## config.mk

```make
export PLATFORM = sky130hd
export DESIGN_NAME = ddsc_core
export DESIGN_NICKNAME = d
export VERILOG_FILES = /design/src/ddsc_pkg.sv /design/src/ddsc_sine_rom.sv /design/src/ddsc_core.sv
export SDC_FILE = /design/constraint.sdc
export NUM_CORES = 1
export LEC_CHECK = 0
export BUFFER_PORTS_ARGS = -buffer_cell sky130_fd_sc_hd__buf_2
export CAP_MARGIN = 25
export CORE_MARGIN = 4
export CORE_UTILIZATION = 45
export DETAILED_ROUTE_END_ITERATION = 7
export PLACE_DENSITY = 0.63
export SETUP_SLACK_MARGIN = 0.1
export SYNTH_ARGS = -nofsm -noshare
export SYNTH_HDL_FRONTEND = slang
export SYNTH_SLANG_ARGS = --single-unit
export TNS_END_PERCENT = 100
```

## constraint.sdc

```tcl
create_clock -name core_clk_i -period 5.2 [get_ports core_clk_i]
set_input_delay 1.3 -clock core_clk_i [delete_from_list [all_inputs] [get_ports core_clk_i]]
set_output_delay 1.3 -clock core_clk_i [all_outputs]
set_load 0.01 [all_outputs]
```

## src/ddsc_pkg.sv

```systemverilog
/*
 * Constants shared by the synthesizer core: control bit positions, widths,
 * calibration lengths and multiplier limits.
 * Assumes nothing of its surroundings.
 */
package ddsc_pkg;

    // ------------------------------------------------------------------
    // Widths
    // ------------------------------------------------------------------
    localparam int TUNE_W = 32;
    localparam int PHASE_OFS_W = 16;
    localparam int SCALE_W = 12;
    localparam int AMP_W = 12;
    localparam int LUT_AW = 10;

    // ------------------------------------------------------------------
    // Control bit positions and status address
    // ------------------------------------------------------------------
    localparam int CTRL1_SINE_BIT = 16;
    localparam int CTRL1_OSC_CAL_BIT = 24;
    localparam int CTRL4_DAC_CAL_BIT = 24;
    localparam int STATUS_LOCK_BIT = 24;
    localparam logic [7:0] STATUS_ADDR = 8'h1B;

    // ------------------------------------------------------------------
    // Timing
    // ------------------------------------------------------------------
    localparam int MOD_DIV = 24;
    localparam int DAC_CAL_CYCLES = 469632;
    localparam int OSC_CAL_CYCLES = 1024;
    localparam int LOCK_CYCLES = 256;

    // ------------------------------------------------------------------
    // Multiplier limits
    // ------------------------------------------------------------------
    localparam logic [8:0] MULT_MIN = 9'h014;
    localparam logic [8:0] MULT_MAX = 9'h1FE;

    typedef enum logic [2:0] {
        CAL_IDLE = 3'b001,
        CAL_OSC = 3'b010,
        CAL_DAC = 3'b100
    } ddsc_cal_e;

endpackage

```

## src/ddsc_sine_rom.sv

```systemverilog
/*
 * Quarter-wave sine lookup producing a signed 12-bit amplitude.
 * Assumes a registered phase address from the core; one cycle latency.
 */
`timescale 1ns/10ps
module ddsc_sine_rom
    import ddsc_pkg::*;
#(
    parameter int AW = LUT_AW,
    parameter int DW = AMP_W
) (
    input wire logic core_clk_i,
    input wire logic nrst_i,
    input wire logic [AW-1:0] phase_i,
    output logic signed [DW-1:0] amp_o
);

    localparam int QW = AW - 2;
    localparam int QN = 1 << QW;
    localparam real PI = 3.14159265358979;

    logic [DW-2:0] quarter [QN];
    logic [QW-1:0] idx;
    logic [DW-2:0] mag;

    // Table is filled by a loop in an initial block at time zero.
    initial begin
        for (int i = 0; i < QN; i++) begin
            quarter[i] = (DW-1)'($rtoi($sin(PI * (real'(i) + 0.5) / (2.0 * QN)) * ((1 << (DW - 1)) - 1)));
        end
    end

    // ------------------------------------------------------------------
    // Quadrant folding
    // ------------------------------------------------------------------
    assign idx = phase_i[AW-2] ? ~phase_i[QW-1:0] : phase_i[QW-1:0];
    assign mag = quarter[idx];

    always_ff @(posedge core_clk_i or negedge nrst_i) begin
        if (!nrst_i) begin
            amp_o <= '0;
        end else begin
            amp_o <= phase_i[AW-1] ? -$signed({1'b0, mag}) : $signed({1'b0, mag});
        end
    end

endmodule

```

## src/ddsc_core.sv

```systemverilog
/*
 * Synthesizer core: phase accumulator, phase offset, sine/cosine lookup,
 * amplitude scaling, clock-source selection, lock flag and calibration.
 * Assumes control bits come from same-clock register logic; the lock
 * detect input comes from an analog PLL and is synchronised here.
 */
// How it works
// Bit 16 of control word picks sine or cosine.
// Accumulator steps by tuning word each sample.
// Upper-half tuning words alias, never rejected.
// Phase offset added before amplitude lookup.
// Lookup output scaled by factor over 4096.
// Parameters load once every 24 cycles.
// Software pulses DAC calibration bit after clocks.
// DAC calibration lasts 469,632 sample periods.
// PLL enable picks multiplier or reference clock.
// Multiplier accepts even factors 20 to 510.
// Lock status at bit 24 of 0x1B.
// Software starts oscillator calibration when reference stable.
// Software clears calibration bit before restarting.
// Oscillator calibration precedes DAC calibration.
// Lock bit one only while locked.
// Calibration starts on rising enable edge only.
// Accumulator wraps; upper bits address lookup.
`timescale 1ns/10ps
module ddsc_core
    import ddsc_pkg::*;
#(
    parameter int DAC_CAL_LEN = DAC_CAL_CYCLES,
    parameter int OSC_CAL_LEN = OSC_CAL_CYCLES
) (
    input wire logic core_clk_i,
    input wire logic nrst_i,
    input wire logic [31:0] first_control_register_i,
    input wire logic [31:0] third_control_register_i,
    input wire logic [31:0] fourth_control_register_i,
    input wire logic pll_enable_i,
    input wire logic [8:0] pll_mult_i,
    input wire logic pll_lock_raw_i,
    input wire logic [TUNE_W-1:0] frequency_tuning_word_i,
    input wire logic [PHASE_OFS_W-1:0] phase_offset_word_i,
    input wire logic [SCALE_W-1:0] amplitude_scale_factor_i,
    input wire logic [7:0] status_addr_i,
    output logic signed [AMP_W-1:0] sample_o,
    output logic use_pll_o,
    output logic [8:0] pll_mult_o,
    output logic mult_ok_o,
    output logic [31:0] status_rdata_o,
    output logic pll_locked_o,
    output logic osc_cal_busy_o,
    output logic dac_cal_busy_o,
    output logic dac_cal_done_o,
    output logic mod_tick_o
);

    localparam int DIV_W = $clog2(MOD_DIV);
    localparam int CAL_W = $clog2(DAC_CAL_LEN + 1);
    localparam logic [DIV_W-1:0] DIV_LAST = DIV_W'(MOD_DIV - 1);
    localparam logic [CAL_W-1:0] DAC_LAST = CAL_W'(DAC_CAL_LEN - 1);
    localparam logic [CAL_W-1:0] OSC_LAST = CAL_W'(OSC_CAL_LEN - 1);
    localparam logic [PHASE_OFS_W-1:0] QUARTER = 16'h4000;

    // ------------------------------------------------------------------
    // Parameter update divider
    // ------------------------------------------------------------------
    logic [DIV_W-1:0] div_q;
    logic tick;
    assign tick = (div_q == DIV_LAST);

    always_ff @(posedge core_clk_i or negedge nrst_i) begin
        if (!nrst_i) begin
            div_q <= '0;
        end else begin
            div_q <= tick ? '0 : div_q + 1'b1;
        end
    end

    always_ff @(posedge core_clk_i or negedge nrst_i) begin
        if (!nrst_i) begin
            mod_tick_o <= 1'b0;
        end else begin
            mod_tick_o <= tick;
        end
    end

    logic [TUNE_W-1:0] tune_q;
    logic [PHASE_OFS_W-1:0] phase_ofs_q;
    logic [SCALE_W-1:0] scale_q;
    logic cos_q;

    // Modulation parameters are taken only on the divider tick.
    always_ff @(posedge core_clk_i or negedge nrst_i) begin
        if (!nrst_i) begin
            tune_q <= '0;
            phase_ofs_q <= '0;
            scale_q <= '0;
            cos_q <= 1'b0;
        end else if (tick) begin
            tune_q <= frequency_tuning_word_i;
            phase_ofs_q <= phase_offset_word_i;
            scale_q <= amplitude_scale_factor_i;
            cos_q <= ~first_control_register_i[CTRL1_SINE_BIT];
        end
    end

    // ------------------------------------------------------------------
    // Phase path
    // ------------------------------------------------------------------
    logic [TUNE_W-1:0] acc_q;
    logic [PHASE_OFS_W-1:0] phase_q;

    // Free-running modulo 2^32 sum; any word is accepted.
    always_ff @(posedge core_clk_i or negedge nrst_i) begin
        if (!nrst_i) begin
            acc_q <= '0;
        end else begin
            acc_q <= acc_q + tune_q;
        end
    end

    // Offset plus a quarter turn when cosine is selected.
    always_ff @(posedge core_clk_i or negedge nrst_i) begin
        if (!nrst_i) begin
            phase_q <= '0;
        end else begin
            phase_q <= acc_q[TUNE_W-1 -: PHASE_OFS_W] + phase_ofs_q + (cos_q ? QUARTER : '0);
        end
    end

    logic signed [AMP_W-1:0] lut_amp;

    ddsc_sine_rom #(
        .AW(LUT_AW),
        .DW(AMP_W)
    ) u_rom (
        .core_clk_i(core_clk_i),
        .nrst_i(nrst_i),
        .phase_i(phase_q[PHASE_OFS_W-1 -: LUT_AW]),
        .amp_o(lut_amp)
    );

    logic signed [AMP_W+SCALE_W:0] prod;
    assign prod = lut_amp * $signed({1'b0, scale_q});

    // Divide by 4096 keeps the fraction of full scale.
    always_ff @(posedge core_clk_i or negedge nrst_i) begin
        if (!nrst_i) begin
            sample_o <= '0;
        end else begin
            sample_o <= prod[SCALE_W +: AMP_W];
        end
    end

    // ------------------------------------------------------------------
    // Clock source and multiplier
    // ------------------------------------------------------------------
    logic mult_ok;
    assign mult_ok = !pll_mult_i[0] && pll_mult_i >= MULT_MIN && pll_mult_i <= MULT_MAX;

    // Source select and an even, in-range factor only.
    always_ff @(posedge core_clk_i or negedge nrst_i) begin
        if (!nrst_i) begin
            use_pll_o <= 1'b0;
            pll_mult_o <= MULT_MIN;
            mult_ok_o <= 1'b0;
        end else begin
            use_pll_o <= pll_enable_i;
            mult_ok_o <= mult_ok;
            if (mult_ok) begin
                pll_mult_o <= pll_mult_i;
            end
        end
    end

    logic lock_s1_q;
    logic lock_s2_q;

    always_ff @(posedge core_clk_i or negedge nrst_i) begin
        if (!nrst_i) begin
            lock_s1_q <= 1'b0;
            lock_s2_q <= 1'b0;
        end else begin
            lock_s1_q <= pll_lock_raw_i;
            lock_s2_q <= lock_s1_q;
        end
    end

    logic locked;
    assign locked = pll_enable_i && lock_s2_q;

    // Lock reads one only while locked, at its status bit.
    always_ff @(posedge core_clk_i or negedge nrst_i) begin
        if (!nrst_i) begin
            pll_locked_o <= 1'b0;
            status_rdata_o <= '0;
        end else begin
            pll_locked_o <= locked;
            status_rdata_o <= '0;
            if (status_addr_i == STATUS_ADDR) begin
                status_rdata_o[STATUS_LOCK_BIT] <= locked;
            end
        end
    end

    // ------------------------------------------------------------------
    // Calibration sequencer
    // ------------------------------------------------------------------
    logic osc_en_q;
    logic dac_en_q;
    logic osc_rise;
    logic dac_rise;
    assign osc_rise = first_control_register_i[CTRL1_OSC_CAL_BIT] && !osc_en_q;
    assign dac_rise = fourth_control_register_i[CTRL4_DAC_CAL_BIT] && !dac_en_q;

    always_ff @(posedge core_clk_i or negedge nrst_i) begin
        if (!nrst_i) begin
            osc_en_q <= 1'b0;
            dac_en_q <= 1'b0;
        end else begin
            osc_en_q <= first_control_register_i[CTRL1_OSC_CAL_BIT];
            dac_en_q <= fourth_control_register_i[CTRL4_DAC_CAL_BIT];
        end
    end

    ddsc_cal_e cal_q;
    logic [CAL_W-1:0] cal_cnt_q;

    // A run starts only on an enable edge; a held bit starts nothing.
    always_ff @(posedge core_clk_i or negedge nrst_i) begin
        if (!nrst_i) begin
            cal_q <= CAL_IDLE;
            cal_cnt_q <= '0;
        end else begin
            case (cal_q)
                CAL_IDLE: begin
                    cal_cnt_q <= '0;
                    if (osc_rise && pll_enable_i) begin
                        cal_q <= CAL_OSC;
                    end else if (dac_rise) begin
                        cal_q <= CAL_DAC;
                    end
                end
                CAL_OSC: begin
                    cal_cnt_q <= cal_cnt_q + 1'b1;
                    if (cal_cnt_q == OSC_LAST) begin
                        cal_q <= CAL_IDLE;
                    end
                end
                CAL_DAC: begin
                    cal_cnt_q <= cal_cnt_q + 1'b1;
                    if (cal_cnt_q == DAC_LAST) begin
                        cal_q <= CAL_IDLE;
                    end
                end
                default: begin
                    cal_q <= CAL_IDLE;
                end
            endcase
        end
    end

    always_ff @(posedge core_clk_i or negedge nrst_i) begin
        if (!nrst_i) begin
            osc_cal_busy_o <= 1'b0;
            dac_cal_busy_o <= 1'b0;
            dac_cal_done_o <= 1'b0;
        end else begin
            osc_cal_busy_o <= (cal_q == CAL_OSC) && !(cal_cnt_q == OSC_LAST);
            dac_cal_busy_o <= (cal_q == CAL_DAC) && !(cal_cnt_q == DAC_LAST);
            if (cal_q == CAL_DAC && cal_cnt_q == DAC_LAST) begin
                dac_cal_done_o <= 1'b1;
            end else if (cal_q == CAL_IDLE && dac_rise) begin
                dac_cal_done_o <= 1'b0;
            end
        end
    end

    // ------------------------------------------------------------------
    // Checks
    // ------------------------------------------------------------------
    chk_param_hold: assert property (@(posedge core_clk_i) disable iff (!nrst_i)
        !$past(tick) |-> $stable(tune_q))
        else $error("tuning word changed off tick");
    chk_acc_step: assert property (@(posedge core_clk_i) disable iff (!nrst_i)
        ##1 acc_q == $past(acc_q) + $past(tune_q))
        else $error("accumulator step wrong");
    chk_tick_period: assert property (@(posedge core_clk_i) disable iff (!nrst_i)
        tick |=> !tick [*8])
        else $error("divider tick too soon");
    chk_scale_zero: assert property (@(posedge core_clk_i) disable iff (!nrst_i)
        (scale_q == '0) [*4] |-> sample_o == '0)
        else $error("zero scale not silent");
    chk_lock_status: assert property (@(posedge core_clk_i) disable iff (!nrst_i)
        locked |=> pll_locked_o)
        else $error("lock not reported");
    chk_lock_addr: assert property (@(posedge core_clk_i) disable iff (!nrst_i)
        (status_addr_i == STATUS_ADDR && locked) |=> status_rdata_o[STATUS_LOCK_BIT])
        else $error("lock bit missing at status address");
    chk_mult_even: assert property (@(posedge core_clk_i) disable iff (!nrst_i)
        !pll_mult_o[0] && pll_mult_o >= MULT_MIN && pll_mult_o <= MULT_MAX)
        else $error("multiplier out of range");
    chk_cal_edge: assert property (@(posedge core_clk_i) disable iff (!nrst_i)
        (cal_q == CAL_IDLE && !osc_rise && !dac_rise) |=> cal_q == CAL_IDLE)
        else $error("calibration started without edge");
    chk_dac_len: assert property (@(posedge core_clk_i) disable iff (!nrst_i)
        (cal_q == CAL_DAC && cal_cnt_q == DAC_LAST) |=> cal_q == CAL_IDLE && dac_cal_done_o)
        else $error("DAC calibration length wrong");
    chk_source_sel: assert property (@(posedge core_clk_i) disable iff (!nrst_i)
        ##1 use_pll_o == $past(pll_enable_i))
        else $error("clock source not followed");

    cov_dac_cal: cover property (@(posedge core_clk_i) disable iff (!nrst_i) cal_q == CAL_DAC);
    cov_osc_cal: cover property (@(posedge core_clk_i) disable iff (!nrst_i) cal_q == CAL_OSC);
    cov_locked: cover property (@(posedge core_clk_i) disable iff (!nrst_i) pll_locked_o);
    cov_alias: cover property (@(posedge core_clk_i) disable iff (!nrst_i) tune_q[TUNE_W-1]);

endmodule

```

* After elaboration in Yosys (flattened, before gate mapping) *
Memories as Yosys holds them, arrays and structs flattened.
Cells that the tools add are included.

operators by class
  muxes and demuxes = 13
  eq/ne operators = 10
  multipliers = 1
  div/mod/pow operators = 0
  shifts and indexed selects = 0
  reductions and logical operators = 19
  bitwise operators = 2
  magnitude comparators = 2
  $add $sub $neg = 6

operator list
  kind                                                 number
  one-hot mux 19 bit (2 select lines)                  1
  adder 32 bit                                         1
  multiplier 12 x 13 -> 24 bit                         1
  adder 19 x 1 -> 19 bit, second input constant        1
  == test 19 x 10 -> 1 bit, second input constant      1
  == test 19 bit, second input constant                1
  adder 16 x 15 -> 16 bit                              1
  adder 16 bit                                         1
  two-way mux 15 bit                                   1
  two-way mux 12 bit                                   1
  two-way mux 3 bit                                    4
  negator 11 -> 12 bit                                 1
  logical AND 1 bit                                    10
  >= comparator 9 x 5 -> 1 bit, second input constant  1
  <= comparator 9 bit, second input constant           1
  one-hot mux 3 bit (3 select lines)                   1
  == test 8 x 5 -> 1 bit, second input constant        1
  two-way mux 8 bit                                    1
  inverter 8 bit                                       1
  adder 5 x 1 -> 5 bit, second input constant          1
  == test 5 bit, second input constant                 1
  zero test 1 bit                                      5
  two-way mux 5 bit                                    1
  != test 2 bit, second input constant                 2
  other kinds (9)                                      12

word-level totals
  output and inout bits = 60
  bits in read-only memories = 2816
  bits in latches = 0
  bits in writable memories = 0
  bits of input ports = 177
  memories kept = 1
  flip-flop bits (word level) = 181
  logic and storage cells = 78

memories
  memory         words  width  rd ports  clocked after Yosys merged registers in  write ports  line                 source
  u_rom.quarter  256    11     1         0                                        0            ddsc_sine_rom.sv:22  logic [DW-2:0] quarter [QN];

* Depth between registers and ports, before layout *
  depth in word-level cells = 5
  mapped depth = 22
  mapped depth without buffers = 21

* Cells and area by module *
From an unflattened synthesis, not the netlist that was laid out.

unflattened totals
  cells, all modules = 2263
  area, all modules = 18830.6 sq um

by module, submodules not included
  module         sequential area each (sq um)  cells each  area each (sq um)  instances
  ddsc_core      4082.7                        1383        12752.2            1
  ddsc_sine_rom  300.3                         880         6078.3             1

* Worst setup path after synthesis *
No wires, ideal clock.

  path type = flip-flop to flip-flop
  from = register scale_q[9]
  to = register sample_o[11]
  clock period less this slack = 5457 ps
  data required time = 5120 ps
  setup slack = -257 ps
  cell stages (with the launch flop) = 20
  arrival time = 5377 ps
  buffers on the path = 1
  setup time = 80 ps
  path through = dfrtp_1 -> clkbuf_1 -> nand2_1 -> fa_1 -> inv_1 -> fa_1 -> fa_1 -> fa_1 -> inv_1 -> fa_1 -> inv_1 -> ha_1 -> and3_1 -> a221o_1 -> a21o_1 -> a221o_1 -> a211oi_1 -> o21bai_1 -> a21oi_1 -> xnor2_1

on the way
  word-level cells in the longest chain between the ends = 1

RTL lines
  element                       line              source
  start: declaration            ddsc_core.sv:88   logic [SCALE_W-1:0] scale_q;
  start signal: assignment      ddsc_core.sv:101  scale_q <= amplitude_scale_factor_i;
  multiplier 12 x 13 -> 24 bit  ddsc_core.sv:143  assign prod = lut_amp * $signed({1'b0, scale_q});
  net prod[23]                  ddsc_core.sv:142  logic signed [AMP_W+SCALE_W:0] prod;
  end signal: assignment        ddsc_core.sv:150  sample_o <= prod[SCALE_W +: AMP_W];
  end: declaration              ddsc_core.sv:44   output logic signed [AMP_W-1:0] sample_o,

The timed path passes the listed nets, and every way through them passes these cells.
A chain may end at the register's enable or synchronous reset.

* Worst setup path in the final report *
  from = register u_rom.amp_o[8]
  to = register sample_o[9]

on the way
  word-level cells in the longest chain between the ends = 1

RTL lines
  element                       line                 source
  start: declaration            ddsc_sine_rom.sv:15  output logic signed [DW-1:0] amp_o
  start signal: assignment      ddsc_sine_rom.sv:43  amp_o <= phase_i[AW-1] ? -$signed({1'b0, mag}) : $signed({1'b0, mag});
  multiplier 12 x 13 -> 24 bit  ddsc_core.sv:143
  net prod[21]                  ddsc_core.sv:142

The timed path passes the listed nets, and every way through them passes these cells.

==> results.toml <==
[status]
outcome = "finished, violations left"
failed_checks = "setup timing"

[grt]
grt_pass1_vias = 17023
antenna_found_initial = 1
grt_pass1_wl_mm = 94.6
grt_overflow_total = 0
grtUsageTotal = 0.273
grt_max_degree = 136

[yosys]
synth_flop_cell = "dfrtp_1"
seq_area_frac_synth = 0.243
syn_inst = 2177
synth.ff_latch_count = 175
synth-edff-count = 0
synth_top_family_by_area = "adder cells"
yosysTopAreaCell = "dfrtp_1"
ys_types = 101
syn_area_mm2 = 0.0180
synth_mux_area_frac = 0.0142
avgSynthCellArea_um2 = 8.28
synth_area_leaders = "dfrtp_1 (24%), fa_1 (11%), ha_1 (10%)"
async_flop_share = 1.00
synth_top_area_frac = 0.239
synthSimpleGateAreaFrac = 0.206
synthAdderAreaFrac = 0.215
yosys_warnings = 0
synth_xor_area_frac = 0.0389
synth_compound_area_frac = 0.198

[setup_path]
r2r_start = "u_rom.amp_o[8]"
ff2ff_path_depth = 18
crit_path_frequent_cell = "fa_1"
cp.arrival_ns = 5.73
cp-end-kind = "flop"
regToRegEndpoint = "sample_o[9]"
criticalPathCategory = "flop to flop"
worst_ep_required_time_ns = 5.57
crit_path_max_fanout = 7
critPathMaxStageDelay_ns = 0.55
crit_chain = "buf_6 -> and2_4 -> fa_1 -> inv_2 -> fa_1 -> fa_1 -> fa_1 -> inv_1 -> fa_1 -> ha_4 -> and3_4 -> a221o_1 -> a21o_1 -> a221o_1 -> and2_4 -> o21a_4 -> nor2_4 -> xnor2_1"
crit_slowest_cell = "fa_1"
crit_buf_inv = 3
r2r_slack_ns = -0.16
cpLargestDelayFamily = "adder cells"
crit_path_start_kind = "flop"

[timing]
finClkSkew_ns = 0.0120
finalSetupTns_ns = -0.511
finalHoldViolations = 0
rsz0062_at_grt = "true"
worst_slew_pin_slew_ns = 1.02
setup_slack_ns = -0.163
fin_crit_ns = 5.36
timing.hold.ws_ns = 0.360
relSlewSlack = 0.318
period_share = 1.03
setup_viol = 4
timing.fmax_mhz = 186
final_max_slew_viol_count = 0

[clocking]
cts-root-buf = "clkbuf_16"
clockBufferDepth = 2
numCtsBuffers = 17
cts.sinks = 175
worstSkewPairLatency_ns = 0.45
htreeDepth = 4
clk_pin_slew_worst_paths_ns = 0.07
cts_tree = "done"

[placement]
dpl_cell_area_mm2 = 0.0196
gp_congestion = 1.06
port_buffers = 112
dp_hpwl_mm = 44.4

[floorplanning]
die-width_um = 208
start_util = 0.455
fp-row-count = 73
core_area_mm2 = 0.0396
die_h_um = 208
die-area_mm2 = 0.0433
num_io_pins = 237

[layout]
syn_to_final_growth_pct = 13.9
antennaDiodeCount = 0
final_common_cell = "nand2_1"
final_cell_mix = "nand2_1 (370), inv_1 (167), dfrtp_1 (151)"
drive_above_1_share = 0.171
layout.nets = 2749
fin_area_mm2 = 0.0205

[routing]
vias = 16922
via_per_inst = 5.91
drc = 0
wire_per_inst_um = 20.9
drt-pass1-iter-count = 8
postRouteWirelength_mm = 59.8
first_iter_violations = 1889
ant_nets = 0

[min_path]
worstHoldEndpoint = "lock_s2_q"
hp-start = "lock_s1_q"
hold_class = "flop to flop"
holdPathStages = 0

[flow_run]
cap_violations = 0
==> state kept, by name, summed over array words and instances, names as in the netlist, 3 cells and up <==
| signal | flops |
|---|---|
| acc_q | 32 |
| tune_q | 32 |
| cal_cnt_q | 19 |
| phase_ofs_q | 16 |
| sample_o | 12 |
| scale_q | 12 |
| u_rom.amp_o | 12 |
| phase_q | 10 |
| pll_mult_o | 9 |
| div_q | 5 |
| cal_q | 3 |
==> per-layer routing <==
metal | track usage | routed length, um
met3 | 0.0532 | 5390
met4 | 0.133 | 3480
met1 | 0.361 | 24000
met2 | 0.431 | 26900
met5 | 0 | 15
==> area by class of cell <==
class / count / area (um^2)
flip-flops and latches: 175 / 4410
inverters: 175 / 657
clock inverters: 15 / 170
multi-input cells: 1694 / 12400
well taps: 525 / 657
repair buffers: 261 / 1770
fillers: 3842 / 19100
clock buffers: 17 / 425
==> cell usage after synthesis (56+ instances only) <==
| cell | n |
|---|---|
| dfrtp_1 | 172 |
| fa_1 | 102 |
| clkbuf_1 | 65 |
| a21oi_1 | 113 |
| ha_1 | 146 |
| nor2_1 | 122 |
| o21ai_0 | 113 |
| xnor2_1 | 57 |
| inv_1 | 171 |
| and2_1 | 56 |
| nand2_1 | 371 |
==> through the flow <==
step	worst slack (ns)	utilization	std cells
finish	-0.163	0.518	2862
global route	-0.335	0.518	2862
CTS	-0.155	0.512	2852
detailed placement	-0.237	0.493	2812
global placement	-0.186	0.493	2812
floorplan	0.103	-	2207
==> worst max-delay path by stage <==
stage                              start           end  slack (ns)  cells after the start
after floorplan               scale_q[5]   sample_o[9]        0.10                     19
after global placement    u_rom.amp_o[8]  sample_o[11]       -0.19                     18
after detailed placement      scale_q[8]   sample_o[9]       -0.24                     18
after CTS                 u_rom.amp_o[8]   sample_o[9]       -0.15                     18
after global routing      u_rom.amp_o[8]  sample_o[11]       -0.33                     18
final                     u_rom.amp_o[8]   sample_o[9]       -0.16                     18
==> cells by family after synthesis <==
| group | count (synthesis) |
|---|---|
| other | 1 |
| AND/OR/NAND/NOR | 786 |
| buffers and inverters | 338 |
| adder cells (fa/ha/maj) | 248 |
| flip-flops | 175 |
| AO/OA/AOI/OAI | 529 |
| XOR/XNOR | 77 |
| multiplexers | 23 |
==> repair_timing <==
| item | 4_1_cts | 5_1_grt |
|---|---|---|
| buffers inserted | 8 | 9 |
| pin swaps | 9 | 16 |
| setup endpoints to repair | 7 | 8 |
| cloned | 0 | 0 |
| hold buffers | 0 | 0 |
| resized for setup | 37 | 25 |
Power is left out: the tool's default activity adds up to more than one toggle a clock period on the data nets, which glitch-free logic cannot reach.
